<file path="src/sdad_map.svh">
/*
 * register offsets, field positions, reset values and command coding
 * for the season data access decoder.
 * assumes nothing of its surroundings; definitions only.
 */
`ifndef SDAD_MAP_SVH
`define SDAD_MAP_SVH

// apb register byte offsets
`define SDAD_OFS_CTRL 12'h000
`define SDAD_OFS_CMD 12'h004
`define SDAD_OFS_STATUS 12'h008
`define SDAD_OFS_COUNT 12'h00c

// control register fields
`define SDAD_CTRL_START 0
`define SDAD_CTRL_ERASE 1

// status register fields
`define SDAD_ST_BUSY 0
`define SDAD_ST_ACK 1
`define SDAD_ST_ERR 2

// command word: code in the upper half, data field in the lower half
`define SDAD_CMD_RST 32'h0000_0000
`define SDAD_CAT_SEASON 4'h8

// access scope codes
`define SDAD_SC_SINGLE 4'h0
`define SDAD_SC_SEASON 4'h1
`define SDAD_SC_TARIFF 4'h2
`define SDAD_SC_REG 4'h3
`define SDAD_SC_TYPE 4'h4
`define SDAD_SC_CHAN 4'h5

// last values of each swept field
`define SDAD_SEA_MAX 8'hff
`define SDAD_TAR_MAX 4'hf
`define SDAD_REG_MAX 6'h3f
`define SDAD_TYP_MAX 2'h3
`define SDAD_CH_MAX 3'h7

`endif

</file>
<file path="src/sdad_pkg.sv">
/*
 * types of the season data access decoder: location, sweep plan and
 * the complete state of the top module.
 * assumes sdad_map.svh is on the include path.
 */
`include "sdad_map.svh"

package sdad_pkg;

	// one season location
	typedef struct packed {
		logic [2:0] ch;
		logic [1:0] typ;
		logic [5:0] rgs;
		logic [3:0] tar;
		logic [7:0] sea;
	} sdad_loc_t;

	// which fields sweep, in order season, tariff, register, type, channel
	typedef struct packed {
		logic ch;
		logic typ;
		logic rgs;
		logic tar;
		logic sea;
	} sdad_free_t;

	typedef enum logic [2:0] {
		SDAD_IDLE = 3'b001,
		SDAD_SCAN = 3'b010,
		SDAD_EMIT = 3'b100
	} sdad_fsm_t;

	// returned record on the output stream
	typedef struct packed {
		logic valid;
		logic long_id;
		logic [31:0] id;
		logic [31:0] value;
	} sdad_rec_t;

	typedef struct packed {
		sdad_fsm_t fsm;
		logic erase;
		logic [3:0] scope;
		sdad_free_t free;
		sdad_loc_t loc;
		logic first;
		logic [15:0] last_code;
		logic [31:0] cmd;
		logic [31:0] prdata;
		logic ack;
		logic err;
		logic [15:0] count;
		sdad_rec_t rec;
	} sdad_st_t;

endpackage

</file>
<file path="src/sdad_scope.sv">
/*
 * scope decoder: splits a code and data field into a start location and
 * the set of fields to sweep, and flags commands that must be refused.
 * assumes a stable command word from the caller; purely combinational.
 */
`timescale 1ns/1ns
`default_nettype none
`include "sdad_map.svh"

module sdad_scope (
	// command
	input wire logic [31:0] cmd,
	// decoded plan
	output sdad_pkg::sdad_loc_t start,
	output sdad_pkg::sdad_free_t free,
	output logic bad
);

	logic [15:0] code;
	logic [15:0] data;
	logic [3:0] scope;

	assign code = cmd[31:16];
	assign data = cmd[15:0];
	assign scope = data[3:0];

	always_comb begin
		free = '0;
		bad = 1'b0;
		unique case (scope)
			`SDAD_SC_SINGLE: free = 5'b00000;
			`SDAD_SC_SEASON: free = 5'b00001;
			`SDAD_SC_TARIFF: free = 5'b00011;
			`SDAD_SC_REG: free = 5'b00111;
			`SDAD_SC_TYPE: free = 5'b01111;
			`SDAD_SC_CHAN: free = 5'b11111;
			default: bad = 1'b1;
		endcase
		// only the season category is handled here
		if (code[15:12] != `SDAD_CAT_SEASON) begin
			bad = 1'b1;
		end
	end

	// swept fields start from zero, fixed ones from the command
	// one process drives the whole start word, never one driver per field
	always_comb begin
		start.ch = free.ch ? 3'h0 : code[10:8];
		start.typ = free.typ ? 2'h0 : code[7:6];
		start.rgs = free.rgs ? 6'h00 : code[5:0];
		start.tar = free.tar ? 4'h0 : data[15:12];
		start.sea = free.sea ? 8'h00 : data[11:4];
	end

endmodule // sdad_scope

`default_nettype wire

</file>
<file path="src/sdad_top.sv">
/*
 * season data access decoder: apb slave that takes a season category
 * command, sweeps the addressed season locations of an outside store and
 * either streams the present records out with their ids or erases them.
 * assumes a store on pclk that answers loc_present and loc_value
 * combinationally from loc, and a record sink with a ready handshake.
 */
// The implementer's own choices: the APB slave port and the address map.
// Behaviour
// - read or erase season locations on command
// - low data digit selects access scope
// - scope codes six to fifteen are reserved
// - single scope touches one exact location
// - all seasons scope ignores season number
// - all tariffs sweeps tariffs and seasons
// - all registers sweeps registers, tariffs, seasons
// - all types sweeps whole channel
// - all channels sweeps every location
// - data type sits in code bits 7:6
// - register sits in code bits 5:0
// - data field: tariff, season, scope digits
// - single read id is code plus data
// - multi read: only the first id and ids with a new code carry it
// - each new code heads its block once
// - present records only, season varies fastest
// - erase uses same coding as read
// - erase acknowledged only when fully done
`timescale 1ns/1ns
`default_nettype none
`include "sdad_map.svh"

module sdad_top (
	// clock and reset
	input wire logic pclk,
	input wire logic presetn,
	// apb slave
	input wire logic psel,
	input wire logic penable,
	input wire logic pwrite,
	input wire logic [11:0] paddr,
	input wire logic [31:0] pwdata,
	output logic [31:0] prdata,
	output logic pready,
	output logic pslverr,
	// season store
	output sdad_pkg::sdad_loc_t loc,
	input wire logic loc_present,
	input wire logic [31:0] loc_value,
	output logic loc_erase,
	// record stream
	output logic rec_valid,
	output logic rec_long,
	output logic [31:0] rec_id,
	output logic [31:0] rec_value,
	input wire logic rec_ready
);

	////////////////////////////////////////////////////////////////////////

	sdad_pkg::sdad_st_t s_q;
	sdad_pkg::sdad_st_t s_d;

	sdad_pkg::sdad_loc_t start;
	sdad_pkg::sdad_free_t free;
	logic bad;

	sdad_scope u_scope (
		.cmd(s_q.cmd),
		.start(start),
		.free(free),
		.bad(bad)
	);

	////////////////////////////////////////////////////////////////////////
	// apb decode; the slave never waits

	logic wr;
	logic rd;
	logic hit;
	logic busy;
	logic start_req;

	assign busy = (s_q.fsm != sdad_pkg::SDAD_IDLE);
	assign wr = psel & penable & pwrite;
	assign rd = psel & ~pwrite;
	assign hit = (paddr == `SDAD_OFS_CTRL) | (paddr == `SDAD_OFS_CMD) |
		(paddr == `SDAD_OFS_STATUS) | (paddr == `SDAD_OFS_COUNT);
	// a start while busy is dropped so the running sweep stays consistent
	assign start_req = wr & (paddr == `SDAD_OFS_CTRL) &
		pwdata[`SDAD_CTRL_START] & ~busy;

	assign pready = 1'b1;
	assign pslverr = psel & penable & ~hit;
	assign prdata = s_q.prdata;

	////////////////////////////////////////////////////////////////////////
	// sweep step: carry chain season, tariff, register, type, channel

	sdad_pkg::sdad_loc_t nxt;
	logic c_tar;
	logic c_rgs;
	logic c_typ;
	logic c_ch;
	logic last;

	always_comb begin
		nxt = s_q.loc;
		c_tar = ~s_q.free.sea | (s_q.loc.sea == `SDAD_SEA_MAX);
		c_rgs = c_tar & (~s_q.free.tar | (s_q.loc.tar == `SDAD_TAR_MAX));
		c_typ = c_rgs & (~s_q.free.rgs | (s_q.loc.rgs == `SDAD_REG_MAX));
		c_ch = c_typ & (~s_q.free.typ | (s_q.loc.typ == `SDAD_TYP_MAX));
		last = c_ch & (~s_q.free.ch | (s_q.loc.ch == `SDAD_CH_MAX));
		if (s_q.free.sea) begin
			nxt.sea = s_q.loc.sea + 8'h01;
		end
		if (s_q.free.tar & c_tar) begin
			nxt.tar = s_q.loc.tar + 4'h1;
		end
		if (s_q.free.rgs & c_rgs) begin
			nxt.rgs = s_q.loc.rgs + 6'h01;
		end
		if (s_q.free.typ & c_typ) begin
			nxt.typ = s_q.loc.typ + 2'h1;
		end
		if (s_q.free.ch & c_ch) begin
			nxt.ch = s_q.loc.ch + 3'h1;
		end
	end

	////////////////////////////////////////////////////////////////////////
	// id of the current location

	logic [15:0] cur_code;
	logic [15:0] cur_data;
	logic need_code;

	assign cur_code = {`SDAD_CAT_SEASON, 1'b0, s_q.loc.ch, s_q.loc.typ,
		s_q.loc.rgs};
	assign cur_data = {s_q.loc.tar, s_q.loc.sea, s_q.scope};
	// single reads always long; a block repeats the code only on change
	assign need_code = s_q.first | (cur_code != s_q.last_code) |
		(s_q.free == '0);

	assign loc = s_q.loc;
	assign loc_erase = (s_q.fsm == sdad_pkg::SDAD_SCAN) & s_q.erase &
		loc_present;

	////////////////////////////////////////////////////////////////////////
	// next state

	always_comb begin
		s_d = s_q;
		// register read data, taken in the setup cycle
		if (rd) begin
			unique case (paddr)
				`SDAD_OFS_CTRL: s_d.prdata = {30'h0, s_q.erase, 1'b0};
				`SDAD_OFS_CMD: s_d.prdata = s_q.cmd;
				`SDAD_OFS_STATUS: s_d.prdata = {29'h0, s_q.err, s_q.ack,
					busy};
				`SDAD_OFS_COUNT: s_d.prdata = {16'h0, s_q.count};
				default: s_d.prdata = 32'h0;
			endcase
		end
		if (wr & (paddr == `SDAD_OFS_CMD) & ~busy) begin
			s_d.cmd = pwdata;
		end
		unique case (s_q.fsm)
			sdad_pkg::SDAD_IDLE: begin
				if (start_req) begin
					s_d.erase = pwdata[`SDAD_CTRL_ERASE];
					s_d.ack = 1'b0;
					s_d.err = 1'b0;
					s_d.count = 16'h0;
					s_d.first = 1'b1;
					s_d.scope = s_q.cmd[3:0];
					s_d.free = free;
					s_d.loc = start;
					if (bad) begin
						s_d.err = 1'b1;
					end else begin
						s_d.fsm = sdad_pkg::SDAD_SCAN;
					end
				end
			end
			sdad_pkg::SDAD_SCAN: begin
				if (loc_present & ~s_q.erase) begin
					s_d.rec.valid = 1'b1;
					s_d.rec.long_id = need_code;
					s_d.rec.id = need_code ? {cur_code, cur_data} :
						{16'h0, cur_data};
					s_d.rec.value = loc_value;
					s_d.first = 1'b0;
					s_d.last_code = cur_code;
					s_d.fsm = sdad_pkg::SDAD_EMIT;
				end else begin
					// absent locations are skipped silently
					if (loc_present) begin
						s_d.count = s_q.count + 16'h0001;
					end
					if (last) begin
						s_d.ack = 1'b1;
						s_d.fsm = sdad_pkg::SDAD_IDLE;
					end else begin
						s_d.loc = nxt;
					end
				end
			end
			sdad_pkg::SDAD_EMIT: begin
				if (rec_ready) begin
					s_d.rec.valid = 1'b0;
					s_d.count = s_q.count + 16'h0001;
					if (last) begin
						s_d.ack = 1'b1;
						s_d.fsm = sdad_pkg::SDAD_IDLE;
					end else begin
						s_d.loc = nxt;
						s_d.fsm = sdad_pkg::SDAD_SCAN;
					end
				end
			end
		endcase
	end

	////////////////////////////////////////////////////////////////////////

	always_ff @(posedge pclk or negedge presetn) begin
		if (!presetn) begin
			s_q <= '0;
			s_q.fsm <= sdad_pkg::SDAD_IDLE;
			s_q.cmd <= `SDAD_CMD_RST;
		end else begin
			s_q <= s_d;
		end
	end

	assign rec_valid = s_q.rec.valid;
	assign rec_long = s_q.rec.long_id;
	assign rec_id = s_q.rec.id;
	assign rec_value = s_q.rec.value;

endmodule // sdad_top

`default_nettype wire

</file>
<file path="config.mk">
export PLATFORM = sky130hd
export DESIGN_NAME = sdad_top
export DESIGN_NICKNAME = d
export VERILOG_FILES = /design/src/sdad_pkg.sv /design/src/sdad_scope.sv /design/src/sdad_top.sv
export VERILOG_INCLUDE_DIRS = /design/src
export SDC_FILE = /design/constraint.sdc
export NUM_CORES = 1
export LEC_CHECK = 0
export BUFFER_PORTS_ARGS = -buffer_cell sky130_fd_sc_hd__buf_2
export CAP_MARGIN = 15
export CORE_ASPECT_RATIO = 0.6
export CORE_MARGIN = 2
export CORE_UTILIZATION = 30
export CTS_BUF_LIST = sky130_fd_sc_hd__clkbuf_2
export CTS_CLUSTER_SIZE = 10
export DETAILED_ROUTE_END_ITERATION = 16
export GPL_ROUTABILITY_DRIVEN = 0
export GPL_TIMING_DRIVEN = 0
export PLACE_DENSITY_LB_ADDON = 0.12
export SLEW_MARGIN = 20
export SYNTH_ARGS = -nofsm -noshare
export SYNTH_HDL_FRONTEND = slang
export SYNTH_SLANG_ARGS = --single-unit
</file>
<file path="constraint.sdc">
create_clock -name pclk -period 5.3 [get_ports pclk]
set_input_delay 0.53 -clock pclk [delete_from_list [all_inputs] [get_ports pclk]]
set_output_delay 0.53 -clock pclk [all_outputs]
set_load 0.01 [all_outputs]
</file>
# Word level (Yosys, flattened, before mapping)

Index checks and enable logic that the tools add are counted.

Register bits after elaboration: 197
Input port bits: 83
Output and inout port bits: 124
Logic and storage cells: 148

Add/subtract/negate cells: 6
Eq/ne operators: 26
Mux-type cells: 40
Bitwise operators: 39
Reductions and logical operators: 13

Operators by type and width:

| kind                                                  | number |
|---|---|
| one-hot mux 32 bit (4 select lines)                   | 1 |
| 2-to-1 mux 23 bit                                     | 3 |
| one-hot mux 23 bit (3 select lines)                   | 1 |
| 2-to-1 mux 66 bit                                     | 1 |
| one-hot mux 16 bit (3 select lines)                   | 1 |
| 2-to-1 mux 37 bit                                     | 1 |
| 2-to-1 mux 17 bit                                     | 2 |
| 2-to-1 mux 16 bit                                     | 2 |
| 2-to-1 mux 32 bit                                     | 1 |
| one-hot mux 5 bit (5 select lines)                    | 1 |
| equality test 12 x 4 -> 1 bit (second input constant) | 2 |
| bitwise AND 1 bit                                     | 20 |
| 2-to-1 mux 18 bit                                     | 1 |
| 2-to-1 mux 3 bit                                      | 6 |
| adder 16 x 1 -> 16 bit (second input constant)        | 1 |
| 2-to-1 mux 8 bit                                      | 2 |
| equality test 12 x 3 -> 1 bit (second input constant) | 1 |
| logical NOT 12 bit                                    | 1 |
| 2-to-1 mux 6 bit                                      | 2 |
| != test 12 bit                                        | 1 |
| != test 2 bit (second input constant)                 | 5 |
| bitwise OR 1 bit                                      | 10 |
| NOT 1 bit                                             | 9 |
| one-hot mux 3 bit (3 select lines)                    | 1 |
| 31 further kinds                                      | 48 |

# Longest topological paths before layout

Gate-level depths: netlist of run 1.

Word-level depth: 10
Gate-level depth with buffers: 9
Depth with buffers taken out: 7

# Modules after synthesis

Synthesis of run 1 repeated with hierarchy kept, for this count alone.

Cells, all modules: 868
Area total of the unflattened synthesis: 9815.7 um^2

By module, submodules not included:

| module     | instances | cells each | area each (um^2) |
|---|---|---|---|
| sdad_top   | 1         | 831        | 9529.1 |
| sdad_scope | 1         | 37         | 286.5 |

# Least setup slack after synthesis of run 1

No wires, ideal clock.

Path kind: input to register
From: input port paddr[5]
To: register, netlist name s_q[119]
Setup time: 0.128 ns
Arrival time: 1.962 ns
Required time: 5.172 ns
Setup slack: 3.211 ns
Stages on the path: 7
Cells stage by stage: nor4_2 -> nand4_1 -> buf_2 -> nor2b_2 -> nand3_2 -> buf_6 -> mux2_1

Cells in the longest elaborated chain, start to end: 3

Ends and longest elaborated chain:

| element                         | line            | RTL |
|---|---|---|
| start: declaration              | sdad_top.sv:40  | `input wire logic [11:0] paddr,` |
| equality test 12 x 3 -> 1 bit   | -               |  |
| bitwise AND 1 bit (2 in series) | sdad_top.sv:164 | `` if (wr & (paddr == `SDAD_OFS_CMD) & ~busy) begin `` |

Every way passes these cells.
A chain may end at the register's enable or synchronous reset.

# Worst setup path after layout of run 1

From: register s_q (netlist bit loc[1])
To: register s_q (netlist bit loc[22])

Cells in the longest elaborated chain, start to end: 10

Ends and longest elaborated chain:

| element                                 | line                             | RTL |
|---|---|---|
| start: declaration                      | sdad_top.sv:60                   | `sdad_pkg::sdad_st_t s_q;` |
| equality test 8 bit (no line) (*)       | -                                |  |
| bitwise OR 1 bit (*)                    | sdad_top.sv:108                  | `` c_tar = ~s_q.free.sea \| (s_q.loc.sea == `SDAD_SEA_MAX); `` |
| bitwise AND 1 bit (*)                   | sdad_top.sv:109                  | `` c_rgs = c_tar & (~s_q.free.tar \| (s_q.loc.tar == `SDAD_TAR_MAX)); `` |
| bitwise AND 1 bit (*)                   | sdad_top.sv:110                  | `` c_typ = c_rgs & (~s_q.free.rgs \| (s_q.loc.rgs == `SDAD_REG_MAX)); `` |
| bitwise AND 1 bit (*)                   | sdad_top.sv:111                  | `` c_ch = c_typ & (~s_q.free.typ \| (s_q.loc.typ == `SDAD_TYP_MAX)); `` |
| bitwise AND 1 bit                       | sdad_top.sv:125                  | `if (s_q.free.ch & c_ch) begin` |
| 2-to-1 mux 3 bit                        | sdad_top.sv:125                  |  |
| 2-to-1 mux 23 bit (*)                   | sdad_top.sv:200, sdad_top.sv:212 |  |
| 2-to-1 mux 23 bit (on tied branches)    | sdad_top.sv:209, sdad_top.sv:186 |  |
| one-hot mux 23 bit (3 select lines) (*) | sdad_top.sv:167                  | `unique case (s_q.fsm)` |

Mark *: on every way between the ends. The rest lies on a longest branch, timed or not. The select of a mux whose other input is x is not followed.

==> results of run 1 <==
through the flow:
| stage | setup slack (ns) | std cells |
|---|---|---|
| finish | 2.55 | 1622 |
| global route | 2.38 | 1622 |
| CTS | 2.56 | 1621 |
| detailed placement | 2.49 | 1519 |
| global placement | 0.0663 | 1517 |
| floorplan | 3.21 | 900 |
per-layer routing:
metal  share of wire, %  wire length [um]  track usage [%]
met3                4.2              1170             3.59
met2                 43             12100             24.7
met1                 52             14800             26.8
met4               0.76               214             3.57
met5                  0                 0                0
power by group through the flow:
stage	sequential (mW)	clock, mW	combinational, mW
3_3_place_gp	1.49	0	0.0853
6_report	1.47	0.780	0.130
3_5_place_dp	1.49	0	0.0919
5_1_grt	1.47	0.880	0.145
2_1_floorplan	1.49	0	0.0159
4_1_cts	1.47	0.816	0.134
area by class of cell:
class / instances / area [sq um]
diodes: 1 / 2.50
plain buffers: 161 / 1110
clock buffers: 20 / 100
clock inverters: 12 / 131
fillers: 3165 / 19100
inverters: 13 / 48.8
multi-input cells: 534 / 3600
flip-flops and latches: 192 / 4810
well taps: 416 / 520
repair buffers: 273 / 1780
flip-flops by register name, summed over array words and instances, names as in the netlist:
signal	count
s_q	72
prdata	32
rec_value	32
rec_id	28
loc	23
cur_data	4
rec_valid	1
layout by cell type (no fill, tap or decap), drive strengths merged, types with 16 or more instances in the layout:
cell and n:
a21oi 22, a22o 16, a22oi 18, buf 348, clkbuf 37, dfrtp 191
dlygate4sd3 69, inv 17, mux2 90, nand2 116, nor2 38, o21ai 71
cells by family after synthesis:
family	Yosys count
xor gates and xnor gates	20
buffers and inverters	174
muxes	91
DFF	192
and+or+nand+nor	239
other	2
AOI/OAI and AO/OA	172
adders and majority gates	7
how the worst max path moves through the flow:
| stage | depth (start not counted) | slack, ns | endpoint | startpoint |
|---|---|---|---|---|
| floorplan | 7 | 3.21 | s_q[119] | paddr[5] |
| global placement | 1 | 0.07 | prdata[18] | presetn |
| CTS | 4 | 2.56 | loc_erase | s_q[199] |
| detailed placement | 6 | 2.49 | s_q[71] | paddr[5] |
| global route | 7 | 2.38 | loc[20] | loc[1] |
| finish | 7 | 2.55 | loc[22] | loc[1] |
what timing repair did:
action	4_1_cts	5_1_grt
setup endpoints to repair	0	0
hold endpoints to repair	261	0
hold buffers	70	0
worst max-delay path, cell delays in order (launching register included):
cell and delay, ns:
dfrtp_1 0.61, ha_1 0.31, nand3_1 0.18, o21ai_0 0.31, and2_1 0.31, nand3_1 0.10, a21oi_1 0.44, mux2_2 0.39
==> impl_metrics.ini, run 1 <==
[grt]
grt_pass1_wl_um = 43100
antenna_found_initial = 1
grt_pass1_vias = 7178
grt_use_total_pct = 17.4
overflow = 0
grt_max_degree = 86

[setup_path]
r2r_end = loc[22]
r2r_slack_ns = 2.55
cp-start-kind = flip-flop
crit_fanout = 5
crit_type = flip-flop to flip-flop
r2r-start = loc[1]
cp.required_ns = 6.08
r2r_cells = 7
cp-end-kind = flip-flop
crit_arrival_ns = 3.53

[clock_tree]
cts_buffers = 17
cts.repair.resized = 0
insertion_delay_ns = 0.90
clk_pin_slew_ns = 0.30
clockBufferDepth = 2
cts-htree-levels = 4
postCtsSetupRepairBufs = 0
cts.sinks = 192
cts_tree = done
cts_root_buffer = clkbuf_2

[floorplan]
num_io_pins = 207
die_y_um = 142
coreArea_sq_um = 31200
die_w_um = 234
start_util_pct = 30.6
dieArea_sq_um = 33300
rows = 50

[power_and_ir_drop]
ir_worst_vdd_mv = 0.0860
power_mw = 2.38
p_comb_share_pct = 5.5
p_sw_share_pct = 26.0
power_frac_seq_pct = 61.8
internal_power_mw = 1.76
power_density_nw_per_um2 = 197
p_leak_nw = 6.32
p_sw_mw = 0.619
pwr-share-clk_pct = 32.8

[sta]
fin_skew_ns = 0.0553
relSlewSlack_pct = 44.1
fin_crit_sh_pct = 51.9
worst_slew_pin_slew_ns = 0.833
whs_ns = 0.138
drv_slew = 0
rsz0062_at_grt = no
max_freq_mhz = 364
setup_violations = 0
period_needed_ns = 2.75
hold_viol = 0
tns_ns = 0

[routing]
routed_wl_um = 28200
drtAntennaViolNets = 0
wl_per_cell_um = 17.4
drtIter0Drc = 526
via_per_inst = 4.64
dr.pass1.iters = 5
vias = 7522
drc = 0

[job]
maxCapViolCount = 0

[yosys]
async_flop_share_pct = 100
yosysWarnings = 0
synth_fa_ha_area_share_pct = 0.917
synthXorXnorAreaFrac_pct = 1.83
synth_area_leader_cell = dfrtp_1
syn_area_sq_um = 9550
ys_seq_area_share_pct = 50.3
ys_top_cells_by_count = 191 x dfrtp_1, 121 x buf_4, 116 x nand2_1, 62 x o21ai_0, 60 x mux2_2
synthTopCellsByArea = dfrtp_1 50%, buf_4 9.5%, mux2_2 7.1%
postSynthAreaPerCell_sq_um = 10.6
synth_edf_count = 0
synth-seq-cells = 192
synthCells = 897
synth_cell_types = 67
synthFlopType = dfrtp_1
synth_top_family_by_area = simple AND/OR/NAND/NOR gates
yosysTopAreaCellShare_pct = 50.1
synth.most_common_cell = dfrtp_1
synth_compound_area_share_pct = 11.7
synth_mux_area_share_pct = 10.9
yosys.area_share.simple_pct = 12.2

[layout]
postLayoutCellArea_sq_um = 12100
fin_util_pct = 38.7
final_nets = 1282
syn2layout_area_growth_pct = 26.7
drive_above_1_share_pct = 37.8

[min_path]
hold_class = input port to flip-flop
hold_path_startpoint = loc_present
min_path_cells = 6
whs_endpoint = s_q[198]

[place]
portBuffers = 201
dp_hpwl_um = 20500
placed_area_sq_um = 11100

[outcome]
outcome = finished, final reports clean
(Power assumes the default switching activity.)
==> run 2, diff against run 1 <==
Clock period 5.3 ns to 2.35 ns, I/O delays scaled along.
==> impl_metrics.ini, run 2 (synthesis results as in run 1) <==
[outcome]
outcome = finished, final reports clean

[grt]
antenna_found_initial = 1
grt_use_total_pct = 17.6
overflow = 0
grt_pass1_vias = 7368
grt_max_degree = 86
grt_pass1_wl_um = 43800

[clock_tree]
cts_tree = done
cts-htree-levels = 4
cts_buffers = 17
cts_root_buffer = clkbuf_2
insertion_delay_ns = 0.88
clk_pin_slew_ns = 0.28
clockBufferDepth = 2
cts.sinks = 192

[layout]
n_fill_cell = 3094
postLayoutCellArea_sq_um = 12800
drive_above_1_share_pct = 39.0
mostFrequentLayoutCells = 211 x buf_2, 187 x dfrtp_1, 138 x buf_4
regMostFlops = s_q
final_nets = 1339
multi_input_area_sq_um = 3710
largest_register_ffs = 72
final_common_cell = buf_2
syn2layout_area_growth_pct = 33.9
regArea_sq_um = 4810

[place]
placed_area_sq_um = 11100
portBuffers = 201
dp_hpwl_um = 20500

[setup_path]
r2r_end = s_q[73]
crit_arrival_ns = 3.04
cp-end-kind = flip-flop
cp-start-kind = flip-flop
cp.required_ns = 3.10
r2r_slack_ns = 0.06
r2r-start = s_q[198]
r2r_cells = 7
crit_fanout = 9
crit_type = flip-flop to flip-flop

[routing]
vias = 7789
routed_wl_um = 29000
wl_per_cell_um = 17.3
dr.pass1.iters = 5
via_per_inst = 4.64
drtIter0Drc = 491
drtAntennaViolNets = 0
drc = 0

[sta]
setup_violations = 0
fin_skew_ns = 0.0461
worst_slew_pin_slew_ns = 0.683
max_freq_mhz = 438
hold_viol = 0
drv_slew = 0
period_needed_ns = 2.29
tns_ns = 0
relSlewSlack_pct = 54.4
rsz0062_at_grt = yes
fin_crit_sh_pct = 97.2

[power_and_ir_drop]
power_frac_seq_pct = 61.3
p_sw_share_pct = 25.8
internal_power_mw = 4.02
power_mw = 5.41
ir_worst_vdd_mv = 0.194
p_comb_share_pct = 6.4
pwr-share-clk_pct = 32.3
p_leak_nw = 6.59
power_density_nw_per_um2 = 423
p_sw_mw = 1.40

[floorplan]
coreArea_sq_um = 31200
start_util_pct = 30.6
die_w_um = 234
num_io_pins = 207
die_y_um = 142
rows = 50
dieArea_sq_um = 33300

[min_path]
min_path_cells = 4
whs_endpoint = prdata[10]
hold_class = input port to flip-flop
hold_path_startpoint = psel

[job]
maxCapViolCount = 0
-- run 2: routing by layer --
layer / track usage [%] / up-vias / wire, um
met5: 0 / - / 0
met4: 3.77 / 0 / 257
met3: 3.93 / 18 / 1150
met2: 25.3 / 150 / 12600
met1: 26.7 / 3900 / 15100
li1: - / 3721 / -
-- run 2: worst max path at each step --
stage / slack [ns] / cells past startpoint / from / endpoint
floorplan: 0.31 / 7 / loc[12] / loc[15]
global placement: -2.59 / 1 / presetn / prdata[18]
detailed placement: -0.23 / 7 / loc[1] / loc[21]
CTS: -0.008 / 7 / loc[12] / loc[16]
global route: -0.05 / 7 / loc[0] / loc[20]
finish: 0.06 / 7 / s_q[198] / s_q[73]
-- run 2: power groups by stage --
stage / combinational [mW] / sequential [mW] / clock, mW
finish: 0.347 / 3.32 / 1.75
global route: 0.383 / 3.32 / 1.97
CTS: 0.336 / 3.32 / 1.84
detailed placement: 0.207 / 3.37 / 0
global placement: 0.192 / 3.37 / 0
floorplan: 0.0359 / 3.37 / 0
-- run 2: critical path, stage by stage (launching register included) --
cell     delay (ns)
dfstp_2        0.67
or3b_4         0.48
a41o_1         0.28
nand4_1        0.25
buf_6          0.18
nor3_1         0.06
xnor2_1        0.18
nor2_1         0.05
-- run 2: timing repair --
action | 4_1_cts | 5_1_grt
hold buffers | 102 | 12
setup endpoints to repair | 40 | 55
setup buffers | 1 | 16
pin swaps | 0 | 6
resized for setup | 15 | 26
gates cloned | 0 | 1
endpoints found under the hold margin | 277 | 12
-- run 2: final cells by class --
class                      count  area share (%)
clock buffer                  20           0.783
inverter                      13           0.382
buffer                       156            8.64
clock inverter                12            1.03
timing repair buffer         335            18.4
antenna                        2          0.0392
sequential                   192            37.6
tap                          416            4.07
multi-input combinational    534            29.0
-- run 2: stage by stage --
stage	utilization, %	hold slack, ns	setup WS (ns)	std cells
floorplan	-	-0.0606	0.308	900
global placement	35.5	0.447	-2.59	1517
detailed placement	35.7	0.147	-0.228	1519
CTS	39.9	0.000165	-0.00832	1653
global route	40.9	0.000613	-0.0472	1679
finish	40.9	0.0857	0.0648	1680
